===== config.mk =====
export PLATFORM = sky130hd
export DESIGN_NAME = oprg_programmer
export DESIGN_NICKNAME = d
export VERILOG_FILES = /design/src/hdl/oprg_pkg.sv /design/src/hdl/oprg_programmer.sv
export VERILOG_INCLUDE_DIRS = /design/src /design/src/hdl
export SDC_FILE = /design/constraint.sdc
export NUM_CORES = 1
export LEC_CHECK = 0
export ABC_AREA = 1
export BUFFER_PORTS_ARGS = -buffer_cell sky130_fd_sc_hd__clkbuf_2
export CAP_MARGIN = 20
export CORE_MARGIN = 8
export CORE_UTILIZATION = 50
export CTS_BUF_LIST = sky130_fd_sc_hd__clkbuf_4 sky130_fd_sc_hd__clkbuf_8 sky130_fd_sc_hd__clkbuf_16
export DETAILED_ROUTE_END_ITERATION = 8
export PLACE_DENSITY = 0.83
export SYNTH_ARGS = -nofsm -noshare
export SYNTH_HDL_FRONTEND = slang
export SYNTH_SLANG_ARGS = --single-unit
export TNS_END_PERCENT = 30

===== constraint.sdc =====
create_clock -name clk_sys -period 2.15 [get_ports clk_sys]
set_input_delay 0.1075 -clock clk_sys [delete_from_list [all_inputs] [get_ports clk_sys]]
set_output_delay 0.1075 -clock clk_sys [all_outputs]
set_load 0.01 [all_outputs]

===== src/hdl/oprg_defs.svh =====
`ifndef OPRG_DEFS_SVH
`define OPRG_DEFS_SVH
`define OPRG_CLK_HZ       10000000
// Pulse widths and setup time in microseconds.
`define OPRG_TPW_US       200
`define OPRG_TOPW_US      600
`define OPRG_TSET_US      2
`define OPRG_PW_CYC       ((`OPRG_TPW_US * (`OPRG_CLK_HZ / 1000000)))
`define OPRG_OPW_CYC      ((`OPRG_TOPW_US * (`OPRG_CLK_HZ / 1000000)))
`define OPRG_SET_CYC      ((`OPRG_TSET_US * (`OPRG_CLK_HZ / 1000000)))
`define OPRG_ROM_TOP      17'h07FFF
`define OPRG_ERASED       8'hFF
`define OPRG_MAX_TRY      25
`endif


===== src/hdl/oprg_pkg.sv =====
package oprg_pkg;
  typedef enum logic [2:0] {
    ST_IDLE  = 3'b000,
    ST_SETUP = 3'b001,
    ST_PULSE = 3'b010,
    ST_GAP   = 3'b011,
    ST_VRFY  = 3'b100,
    ST_OVER  = 3'b101,
    ST_DONE  = 3'b110
  } oprg_state_t;
endpackage : oprg_pkg


===== src/hdl/oprg_programmer.sv =====
// Functional notes
// CE low, OE high, pulse low writes the data byte at the address.
// CE low, OE low, pulse high makes the device drive stored data.
// Other strobe combinations inhibit writing; data pins float. The code drives them in ST_GAP and in ST_SETUP after its first cycle.
// Write exactly one byte per programming cycle, never page mode.
// Only addresses 0x0000 to 0x7FFF are ever programmed.
// Image bytes above the ROM must be 0xFF.
// Initial program pulse lasts 0.19 to 0.21 ms, nominally 0.20 ms.
// Over-programming pulse lasts between 0.19 ms and 5.25 ms.
// Write failures at consecutive addresses stop the run.
// Pulse and verify until match, bounded retries, then over-program.
`timescale 1ns/1ns
`include "oprg_defs.svh"
module oprg_programmer
  import oprg_pkg::*;
#(
  parameter int PW_CYC  = `OPRG_PW_CYC,
  parameter int OPW_CYC = `OPRG_OPW_CYC,
  parameter int MAX_TRY = `OPRG_MAX_TRY
) (
  input  wire logic        clk_sys,
  input  wire logic        rstn,
  input  wire logic        reqValid,
  output logic             reqReady,
  input  wire logic [16:0] reqAddr,
  input  wire logic [7:0]  reqData,
  output logic             rspValid,
  input  wire logic        rspReady,
  output logic [16:0]      rspAddr,
  output logic             rspOk,
  output logic             runAborted,
  output logic             chipEnableN,
  output logic             outEnableN,
  output logic             program_pulse_n,
  output logic [16:0]      byte_address_pins,
  output logic [7:0]       byteDataOut,
  output logic             byteDataOe,
  input  wire logic [7:0]  byteDataIn
);
  localparam int SET_CYC = `OPRG_SET_CYC;
  localparam int CW      = 16;

  oprg_state_t       state_ff, nxt_state;
  logic [CW-1:0]     cnt_ff, nxt_cnt;
  logic [7:0]        try_ff, nxt_try;
  logic [16:0]       addr_ff, nxt_addr;
  logic [7:0]        data_ff, nxt_data;
  logic              fail_ff, nxt_fail;
  logic              prevFail_ff, nxt_prevFail;
  logic              abort_ff, nxt_abort;
  logic              over_ff, nxt_over;
  logic [7:0]        sync1_ff, sync2_ff;
  logic              rspPush, rspPushOk;
  logic [1:0]        bufCnt_ff, nxt_bufCnt;
  logic [17:0]       buf_ff [2];
  logic [17:0]       nxt_buf [2];

  // Read data crosses from the pins, so it is synchronised before compare.
  always_ff @(posedge clk_sys) begin
    if (!rstn) begin
      sync1_ff <= 8'h00;
      sync2_ff <= 8'h00;
    end else begin
      sync1_ff <= byteDataIn;
      sync2_ff <= sync1_ff;
    end
  end

  function automatic logic inRom(input logic [16:0] a);
    inRom = (a <= `OPRG_ROM_TOP);
  endfunction : inRom

  assign reqReady = (state_ff == ST_IDLE) && !abort_ff;

  always_comb begin
    nxt_state    = state_ff;
    nxt_cnt      = cnt_ff;
    nxt_try      = try_ff;
    nxt_addr     = addr_ff;
    nxt_data     = data_ff;
    nxt_fail     = fail_ff;
    nxt_prevFail = prevFail_ff;
    nxt_abort    = abort_ff;
    nxt_over     = over_ff;
    rspPush      = 1'b0;
    rspPushOk    = 1'b0;
    case (state_ff)
      ST_IDLE: begin
        if (reqValid && reqReady) begin
          nxt_addr = reqAddr;
          nxt_data = reqData;
          nxt_try  = 8'h00;
          nxt_cnt  = '0;
          nxt_fail = 1'b0;
          nxt_over = 1'b0;
          // range limit
          // erased image
          if (!inRom(reqAddr)) begin
            nxt_fail  = (reqData != `OPRG_ERASED);
            nxt_state = ST_DONE;
          end else begin
            nxt_state = ST_SETUP;
          end
        end
      end
      ST_SETUP: begin
        // One extra cycle lets the device release the pins after a read.
        nxt_cnt = cnt_ff + 1'b1;
        if (cnt_ff == CW'(SET_CYC)) begin
          nxt_cnt   = '0;
          nxt_state = over_ff ? ST_OVER : ST_PULSE;
        end
      end
      ST_PULSE: begin
        // pulse width
        nxt_cnt = cnt_ff + 1'b1;
        if (cnt_ff == CW'(PW_CYC - 1)) begin
          nxt_cnt   = '0;
          nxt_try   = try_ff + 1'b1;
          nxt_state = ST_GAP;
        end
      end
      ST_GAP: begin
        nxt_cnt = cnt_ff + 1'b1;
        if (cnt_ff == CW'(SET_CYC - 1)) begin
          nxt_cnt   = '0;
          nxt_state = ST_VRFY;
        end
      end
      ST_VRFY: begin
        // verify loop
        nxt_cnt = cnt_ff + 1'b1;
        if (cnt_ff == CW'(SET_CYC + 1)) begin
          nxt_cnt = '0;
          if (sync2_ff == data_ff) begin
            nxt_over  = 1'b1;
            nxt_state = ST_SETUP;
          end else if (try_ff >= 8'(MAX_TRY)) begin
            nxt_fail  = 1'b1;
            nxt_state = ST_DONE;
          end else begin
            nxt_state = ST_SETUP;
          end
        end
      end
      ST_OVER: begin
        // overprogram width
        nxt_cnt = cnt_ff + 1'b1;
        if (cnt_ff == CW'(OPW_CYC - 1)) begin
          nxt_cnt   = '0;
          nxt_state = ST_DONE;
        end
      end
      ST_DONE: begin
        rspPush   = 1'b1;
        rspPushOk = !fail_ff;
        if (bufCnt_ff != 2'd2) begin
          nxt_prevFail = fail_ff;
          // consecutive stop
          if (fail_ff && prevFail_ff) begin
            nxt_abort = 1'b1;
          end
          nxt_state = ST_IDLE;
        end
      end
      default: nxt_state = ST_IDLE;
    endcase
  end

  always_ff @(posedge clk_sys) begin
    if (!rstn) begin
      state_ff    <= ST_IDLE;
      cnt_ff      <= '0;
      try_ff      <= 8'h00;
      addr_ff     <= 17'h00000;
      data_ff     <= 8'h00;
      fail_ff     <= 1'b0;
      prevFail_ff <= 1'b0;
      abort_ff    <= 1'b0;
      over_ff     <= 1'b0;
    end else begin
      state_ff    <= nxt_state;
      cnt_ff      <= nxt_cnt;
      try_ff      <= nxt_try;
      addr_ff     <= nxt_addr;
      data_ff     <= nxt_data;
      fail_ff     <= nxt_fail;
      prevFail_ff <= nxt_prevFail;
      abort_ff    <= nxt_abort;
      over_ff     <= nxt_over;
    end
  end

  // Two-entry result buffer; a stalled consumer holds the sequencer in ST_DONE once both entries are full.
  logic doPush, doPop;
  assign doPush = rspPush && (bufCnt_ff != 2'd2);
  assign doPop  = rspReady && (bufCnt_ff != 2'd0);
  always_comb begin
    nxt_buf[0] = buf_ff[0];
    nxt_buf[1] = buf_ff[1];
    nxt_bufCnt = bufCnt_ff;
    if (doPop) begin
      nxt_buf[0] = buf_ff[1];
      nxt_bufCnt = bufCnt_ff - 2'd1;
    end
    if (doPush) begin
      nxt_buf[nxt_bufCnt[0]] = {rspPushOk, addr_ff};
      nxt_bufCnt = nxt_bufCnt + 2'd1;
    end
  end
  always_ff @(posedge clk_sys) begin
    if (!rstn) begin
      bufCnt_ff <= 2'd0;
      buf_ff[0] <= 18'h00000;
      buf_ff[1] <= 18'h00000;
    end else begin
      bufCnt_ff <= nxt_bufCnt;
      buf_ff[0] <= nxt_buf[0];
      buf_ff[1] <= nxt_buf[1];
    end
  end
  assign rspValid   = (bufCnt_ff != 2'd0);
  assign rspAddr    = buf_ff[0][16:0];
  assign rspOk      = buf_ff[0][17];
  assign runAborted = abort_ff;

  // write strobes
  // verify strobes
  // inhibit float
  // single byte
  always_comb begin
    chipEnableN     = !(state_ff inside {ST_SETUP, ST_PULSE, ST_GAP,
                                         ST_VRFY, ST_OVER});
    outEnableN      = (state_ff != ST_VRFY);
    program_pulse_n = !(state_ff inside {ST_PULSE, ST_OVER});
    // Driving at once after a verify read would fight the device's output.
    byteDataOe      = (state_ff inside {ST_SETUP, ST_PULSE, ST_GAP,
                                        ST_OVER}) &&
                      !(state_ff == ST_SETUP && cnt_ff == '0);
  end
  assign byte_address_pins = addr_ff;
  assign byteDataOut       = data_ff;
endmodule : oprg_programmer


Word-level counts from Yosys, hierarchy flattened. Memory sizes are Yosys's and may differ from the RTL's. Index checks and enable logic that the tools add are counted. W data, S select, Z words.

Add/subtract/negate cells: 4. $lt $le $gt $ge: 4. Eq/ne operators: 25. Mux-type cells: 45. Bitwise gates (word level): 3. Reduce and logical (&&, ||, !) cells: 30.

Operator list (count): $mux W16 (6); $pmux W16 S6 (1); $mux W18 (4); $eq A16 B5 Y1 const B (3); $bwmux W36 (1); $mux W36 (1); $mux W3 (11); $pmux W3 S7 (1); $ne A2 B2 Y1 const B (10); $demux W18 S1 (1); $le A17 B15 Y1 const B (1); $add A16 B1 Y16 const B (1); $eq A16 B11 Y1 const B (1); $eq A16 B13 Y1 const B (1); $logic_not A16 Y1 (1); $mux W8 (2); $pmux W8 S2 (1); $mux W1 (12); $eq A3 B3 Y1 const B (3); $add A8 B1 Y8 const B (1); $eq A8 B8 Y1 (1); $ge A8 B5 Y1 const B (1); $logic_and A1 B1 Y1 (8); $ne A8 B8 Y1 const B (1); 23 further kinds (37).

Register bits: 74. RAM bits: 36. Output and inout port bits: 50. Word-level logic and storage cells: 124. Memories: 1.

Memories: buf_ff (depth 2, width 18, rd ports 2, clocked after Yosys merged registers in 0, write ports 2, RTL line oprg_programmer.sv:55) `logic [17:0] buf_ff [2];`.

Longest topological paths before layout. Gate-level depths: netlist of run 1.

Word-level depth: 11. Depth in mapped cells: 11.

Worst setup path before layout of run 1. Ideal clock, no wire load.

Path type: register to register. Start point: register bufCnt_ff[0]. End point: register (tool-made name). Library setup time: 70 ps. Arrival time: 1832 ps. Required time: 2080 ps. Path slack: 248 ps. Stages on the path, launching flop included: 12. Cells stage by stage: dfxtp_1 inv_1 ha_1 inv_1 nand2_1 xor2_1 inv_1 ha_1 inv_1 clkbuf_1 o21ai_0 a21oi_1.

RTL lines: start, declared (RTL line oprg_programmer.sv:54) `logic [1:0] bufCnt_ff, nxt_bufCnt;`; start signal, assigned (RTL line oprg_programmer.sv:217) `bufCnt_ff <= nxt_bufCnt;`.

==> results of run 1 <==
cells by family (layout without fill, tap and decap cells):
| family | after synthesis | in the layout | share of synthesized area, % |
|---|---|---|---|
| XOR/XNOR | 17 | 17 | 2.876 |
| AND/OR/NAND/NOR | 286 | 286 | 24.12 |
| buffers and inverters | 137 | 231 | 11.96 |
| multiplexers | 6 | 6 | 1.305 |
| AO/OA/AOI/OAI | 144 | 144 | 15.03 |
| flip-flops | 110 | 110 | 42.53 |
| adder cells (fa/ha/maj) | 9 | 9 | 2.175 |
layout by cell type (no fill, tap or decap), types with 8 or more instances in the layout:
cell and count:
nand2_1 133, dfxtp_1 110, nor2_1 89, clkbuf_2 86
inv_1 84, a21oi_1 66, o21ai_0 44, nand3_1 24
dlygate4sd3_1 22, a211oi_1 14, xor2_1 12, buf_4 11
inv_2 9, o21ai_1 9, ha_1 9, clkbuf_8 9
nor3_1 8, nand4_1 8
critical path, delay by kind of cell (launching register included):
kind | cells | cell delay (ns)
adders and majority gates | 2 | 0.40
xor gates and xnor gates | 1 | 0.19
AOI/OAI and AO/OA | 2 | 0.24
and+or+nand+nor | 1 | 0.08
DFF | 1 | 0.36
buffers and inverters | 5 | 0.55
worst max path at each step:
stage	end	from	depth (start not counted)
after global routing	flop	bufCnt_ff[0]	11
after CTS	flop	bufCnt_ff[0]	11
final	flop	bufCnt_ff[0]	11
after global placement	flop	bufCnt_ff[0]	11
after detailed placement	flop	bufCnt_ff[0]	11
after floorplan	flop	bufCnt_ff[0]	11
layout make-up:
type	count	area [sq um]
clock buffers	9	123.9
clock inverters	7	82.58
fillers	921	4135
inverters	95	361.6
multi-input cells	462	2356
flip-flops and latches	110	2202
well taps	136	170.2
repair buffers	120	753.2
timing repair:
item | CTS | global route
setup endpoints to repair | 0 | 0
hold buffers | 22 | 0
endpoints found under the hold margin | 22 | 0
buffers inserted | 0 | 0
routing by layer:
metal / GRT usage [%] / share of wire, % / up-vias
met4: 8.247 / 3.1 / 0
met3: 3.501 / 5.1 / 30
met1: 19.59 / 45 / 2095
met2: 29.22 / 47 / 141
met5: 0 / 0 / -
li1: - / - / 2425
report_power, final:
group	total, mW	internal, mW	switching (mW)
clock network	1.26	0.470	0.788
logic	1.78	0.655	1.12
registers	2.51	2.29	0.213
total	5.54	3.42	2.12
==> metrics.md, run 1 <==
| Metric | Value |
|---|---|
| Total Power | 5.543 mW |
| Die W | 117.8 um |
| CTS tree | done |
| TritonCTS buffer count | 9 |
| Die area | 13,870 sq um |
| Area share of the largest cell type after synthesis | 42.53% |
| Number of cells on the worst hold path | 3 |
| Vias in the first global route | 4,502 |
| Initial antenna violation count | 0 |
| PortBufs | 86 |
| Worst Setup Slack, final | 0.2829 ns |
| Min Clock Period, post-route | 1.867 ns |
| Setup crit end kind | flop |
| Worst Hold End | byte_address_pins[5] |
| Post-Place Cells | 901 |
| Async SR Flop Fraction | 0% |
| Most frequent cell after synthesis | nand2_1 |
| Initial Util | 50.84% |
| Number of cells on the worst reg-to-reg path | 11 |
| Sequential fraction of the synthesis area | 42.53% |
| Slew headroom | 71.67% |
| Ys Warns | 0 |
| # diodes | 0 |
| Cell mode on critical path | inv_1 |
| Area grow syn2layout | 16.84% |
| Hpwl dp | 8451 um |
| Routability cong. | 0.9420 |
| Syn Area/Cell | 7.302 sq um |
| Setup violators final | 0 |
| CTS root buffer | clkbuf_8 |
| Prevailing post-synth register cell | dfxtp_1 |
| Util after Layout | 59.40% |
| Initial DRT Pass Iterations | 5 |
| Synthesized area | 5177 sq um |
| Critical Path Max Stage Delay | 0.36 ns |
| Fmax | 535.6 MHz |
| Max Slew Vio Count | 0 |
| # H-tree levels | 3 |
| Min-delay src | reqAddr[5] |
| Status | finished clean |
| Nets | 844 |
| Hold WS | 0.01447 ns |
| Unique cell type count in the Yosys netlist | 38 |
| CP Launch Type | flop |
| Clk buf depth | 2 |
| Top cells by count, synth | 133 x nand2_1, 110 x dfxtp_1, 89 x nor2_1 |
| # IOs | 87 |
| Max_cap viols | 0 |
| Final hold viol count | 0 |
| Grt total ovfl | 0 |
| Final wirelength | 11,810 um |
| Leak Pwr | 2.727 nW |
| Post-CTS sizing | 0 |
| Pre-CTS WS | 0.3061 ns |
| Setup TNS | 0 ns |
| Vias/cell | 4.996 |
| Synth area leaders | dfxtp_1 43%, nand2_1 9.6%, nor2_1 6.5%, a21oi_1 6.4%, inv_1 6.1% |
| Post-DR wirelength/cell | 12.57 um |
| Clock skew after layout | 0.02220 ns |
| Cells after Synth | 709 |
| Synth Net Count | 755 |
| Worst path cell trace | inv_1 -> ha_1 -> inv_1 -> nand2_1 -> xor2_1 -> inv_1 -> ha_1 -> inv_1 -> buf_4 -> o21ai_0 -> a21oi_1 |
| Clock slew at reported path FFs | 0.12 ns |
| Ratio of cells with drive above 1 in the final layout | 19.05% |
| Via count | 4,691 |
| Pin count of the biggest net entering global routing | 71 |
| Clk_lat worst skew | 0.38 ns |
| Area of placed instances | 5623 sq um |
| DR DRC count | 0 |
| First-pass GRT wire length | 20,090 um |
| #FFs+latches synth | 110 |
| Hold Path Class | in2reg |
| Final instance area | 6050 sq um |
| Worst-path fanout max | 22 |
| Finished Layout Cells | 939 |
| Synth area leader | dfxtp_1 |
| Unrepaired setup endpoints after global routing | false |
| Crit Path Category | reg2reg |
| CP max-delay cell | dfxtp_1 |
| Crit path DAT | 2.18 ns |
| Final worst-path cycle share | 86.84% |
| Worst path required time | 2.46 ns |
| Global Route Usage Sum | 16.94% |
| Num Clock Sinks | 110 |
| Die Ht | 117.8 um |
| Post-synth EDFFs | 0 |
| IR drop worst, VDD | 0.0005492 V |
| Row cnt | 37 |
| ANT nets after route | 0 |
| Worst r2r src | bufCnt_ff[0] |
| Core box area | 10,180 sq um |
| Measured slew at the worst slew-check pin | 0.4223 ns |
| Pwr dens | 916.2 nW/um^2 |
| R2R setup slack | 0.28 ns |
| Iteration-0 DRC Markers | 344 |
Note: power is estimated with default switching activity, not from simulation.
==> inputs of run 2 (changes only) <==
--- a/config.mk
+++ b/config.mk
@@ -9,11 +9,13 @@
 export ABC_AREA = 1
 export BUFFER_PORTS_ARGS = -buffer_cell sky130_fd_sc_hd__clkbuf_2
 export CAP_MARGIN = 20
-export CORE_MARGIN = 8
-export CORE_UTILIZATION = 50
+export CELL_PAD_IN_SITES_DETAIL_PLACEMENT = 1
+export CELL_PAD_IN_SITES_GLOBAL_PLACEMENT = 2
+export CORE_MARGIN = 2
+export CORE_UTILIZATION = 32
 export CTS_BUF_LIST = sky130_fd_sc_hd__clkbuf_4 sky130_fd_sc_hd__clkbuf_8 sky130_fd_sc_hd__clkbuf_16
 export DETAILED_ROUTE_END_ITERATION = 8
-export PLACE_DENSITY = 0.83
+export PLACE_DENSITY = 0.91
 export SYNTH_ARGS = -nofsm -noshare
 export SYNTH_HDL_FRONTEND = slang
 export SYNTH_SLANG_ARGS = --single-unit
==> run 2 against run 1 <==
  * Non-clock buffer count down 1
  * Combinational power rose by 3%
  * Sequential share of layout area fell by 1.4 points
  * Critical path type unchanged
  * Largest power group unchanged
==> metrics.md, run 2 (same netlist as run 1, synthesis figures left out) <==
| Metric | Value |
|---|---|
| Setup crit end kind | flop |
| Grt total ovfl | 0 (unchanged) |
| Setup TNS | 0 ns (unchanged) |
| Nets | 843 (-0.12%) |
| IR drop worst, VDD | 0.0004591 V (-16%) |
| Clock slew at reported path FFs | 0.08 ns (-0.04 ns) |
| Setup violators final | 0 (unchanged) |
| Initial antenna violation count | 0 (unchanged) |
| Leak Pwr | 2.794 nW (+2.4%) |
| First-pass GRT wire length | 23,550 um (+17%) |
| Pin count of the biggest net entering global routing | 72 (+1.4%) |
| ANT nets after route | 0 (unchanged) |
| Post-DR wirelength/cell | 13.56 um (+7.8%) |
| Pwr dens | 991.0 nW/um^2 (+8.2%) |
| Final instance area | 6292 sq um (+4.0%) |
| Clk buf depth | 2 (unchanged) |
| DR DRC count | 0 (unchanged) |
| Die W | 131.2 um (+11%) |
| CP Launch Type | flop |
| Num Clock Sinks | 110 (unchanged) |
| Hpwl dp | 10,150 um (+20%) |
| Status | finished clean |
| Crit Path Category | reg2reg |
| Final wirelength | 13,800 um (+17%) |
| Measured slew at the worst slew-check pin | 0.4187 ns (-0.003659 ns) |
| Most frequent cells in the layout | 133 x nand2_1, 110 x dfxtp_1, 89 x nor2_1, 86 x clkbuf_2, 84 x inv_1 |
| Core box area | 15,830 sq um (+55%) |
| PortBufs | 86 (unchanged) |
| Hold Path Class | in2reg |
| # IOs | 87 (unchanged) |
| Unrepaired setup endpoints after global routing | false |
| Min Clock Period, post-route | 1.913 ns (+0.04556 ns) |
| # H-tree levels | 3 (unchanged) |
| Area of placed instances | 5743 sq um (+2.1%) |
| Crit path DAT | 2.14 ns (-0.04 ns) |
| CTS tree | done |
| TritonCTS buffer count | 9 (unchanged) |
| Final worst-path cycle share | 88.96% (+2.1 points) |
| Global Route Usage Sum | 16.77% (-0.17 points) |
| CTS root buffer | clkbuf_16 |
| Row cnt | 46 (+24%) |
| # diodes | 0 (unchanged) |
| Final hold viol count | 0 (unchanged) |
| Iteration-0 DRC Markers | 194 (-44%) |
| Routability cong. | 0.8265 (-12%) |
| Area grow syn2layout | 21.53% |
| Post-CTS setup buffer count | 0 (unchanged) |
| Die Ht | 131.2 um (+11%) |
| Max_cap viols | 0 (unchanged) |
| Die area | 17,210 sq um (+24%) |
| Vias/cell | 4.604 (-7.8%) |
| Worst path required time | 2.38 ns (-0.08 ns) |
| Initial Util | 32.71% (-18 points) |
| Max Slew Vio Count | 0 (unchanged) |
| Commonest non-fill, non-tap cell in the layout | nand2_1 |
| Slew headroom | 72.06% (+0.39 points) |
| Clk_lat worst skew | 0.36 ns (-0.02 ns) |
| Worst-path fanout max | 13 (-41%) |
| Via count | 4,687 (-0.085%) |
| Fmax | 522.8 MHz (-2.4%) |
| Vias in the first global route | 4,796 (+6.5%) |
| Initial DRT Pass Iterations | 4 (-1) |
| Ratio of cells with drive above 1 in the final layout | 19.33% (+0.27 points) |
| Clock skew after layout | 0.01391 ns (-0.008291 ns) |
==> run 2: what timing repair did <==
item                                   4_1_cts  5_1_grt
endpoints found under the hold margin       20        0
setup endpoints to repair                    0        6
hold buffers                                20        0
resized for setup                            0        2
==> run 2: final cells by class <==
cell class	count	area [sq um]
Fill cell	2003	9535
Timing Repair Buffer	119	757.0
Multi-Input combinational cell	462	2364
Clock buffer	10	239.0
Tap cell	216	270.3
Clock inverter	6	98.84
Sequential cell	110	2202
Inverter	95	361.6
==> run 2: final timing paths <==
check	startpoint	endpoint	slack, ns	cells past startpoint
worst min register to register	sync1_ff[4]	sync2_ff[4]	0.42	2
worst max-delay path	bufCnt_ff[0]	buf_ff[0][17]	0.24	10
worst min-delay path	reqAddr[16]	byte_address_pins[16]	0.005	3
worst max register to register	bufCnt_ff[0]	buf_ff[0][17]	0.24	10
==> run 2: power by group <==
group / switching [mW] / leakage [nW] / internal (mW)
clock network: 0.814 / 0.163 / 1.07
logic: 1.18 / 1.73 / 0.649
registers: 0.224 / 0.896 / 2.29
total: 2.22 / 2.79 / 4.02
==> run 2: critical path, cell delays in order (launching register included) <==
cell     delay (ns)
dfxtp_1        0.38
inv_1          0.08
ha_1           0.19
inv_1          0.09
nand2_1        0.11
xor2_2         0.17
inv_1          0.11
nor2_4         0.23
inv_2          0.17
o21ai_0        0.19
a31oi_1        0.06
==> run 2: layer usage <==
layer / wire [um] / global-route usage (%) / vias to the layer above
met5: 0 / 0 / -
met4: 356 / 7.488 / 0
met3: 376 / 2.739 / 23
met2: 6572 / 28.98 / 65
met1: 6495 / 20.53 / 2174
li1: - / - / 2425
==> run 2: metrics by stage <==
stage	hold slack [ns]	setup WS, ns	power, mW	instances	util, %
CTS	0.001334	0.2207	6.314	1018	39.68
floorplan	0.2051	0.2478	3.768	709	-
global placement	0.2923	0.3245	4.335	982	36.28
finish	0.004509	0.2373	6.235	1018	39.75
detailed placement	0.2969	0.2157	4.375	982	36.28
global route	0.02497	0.02557	6.665	1018	39.75
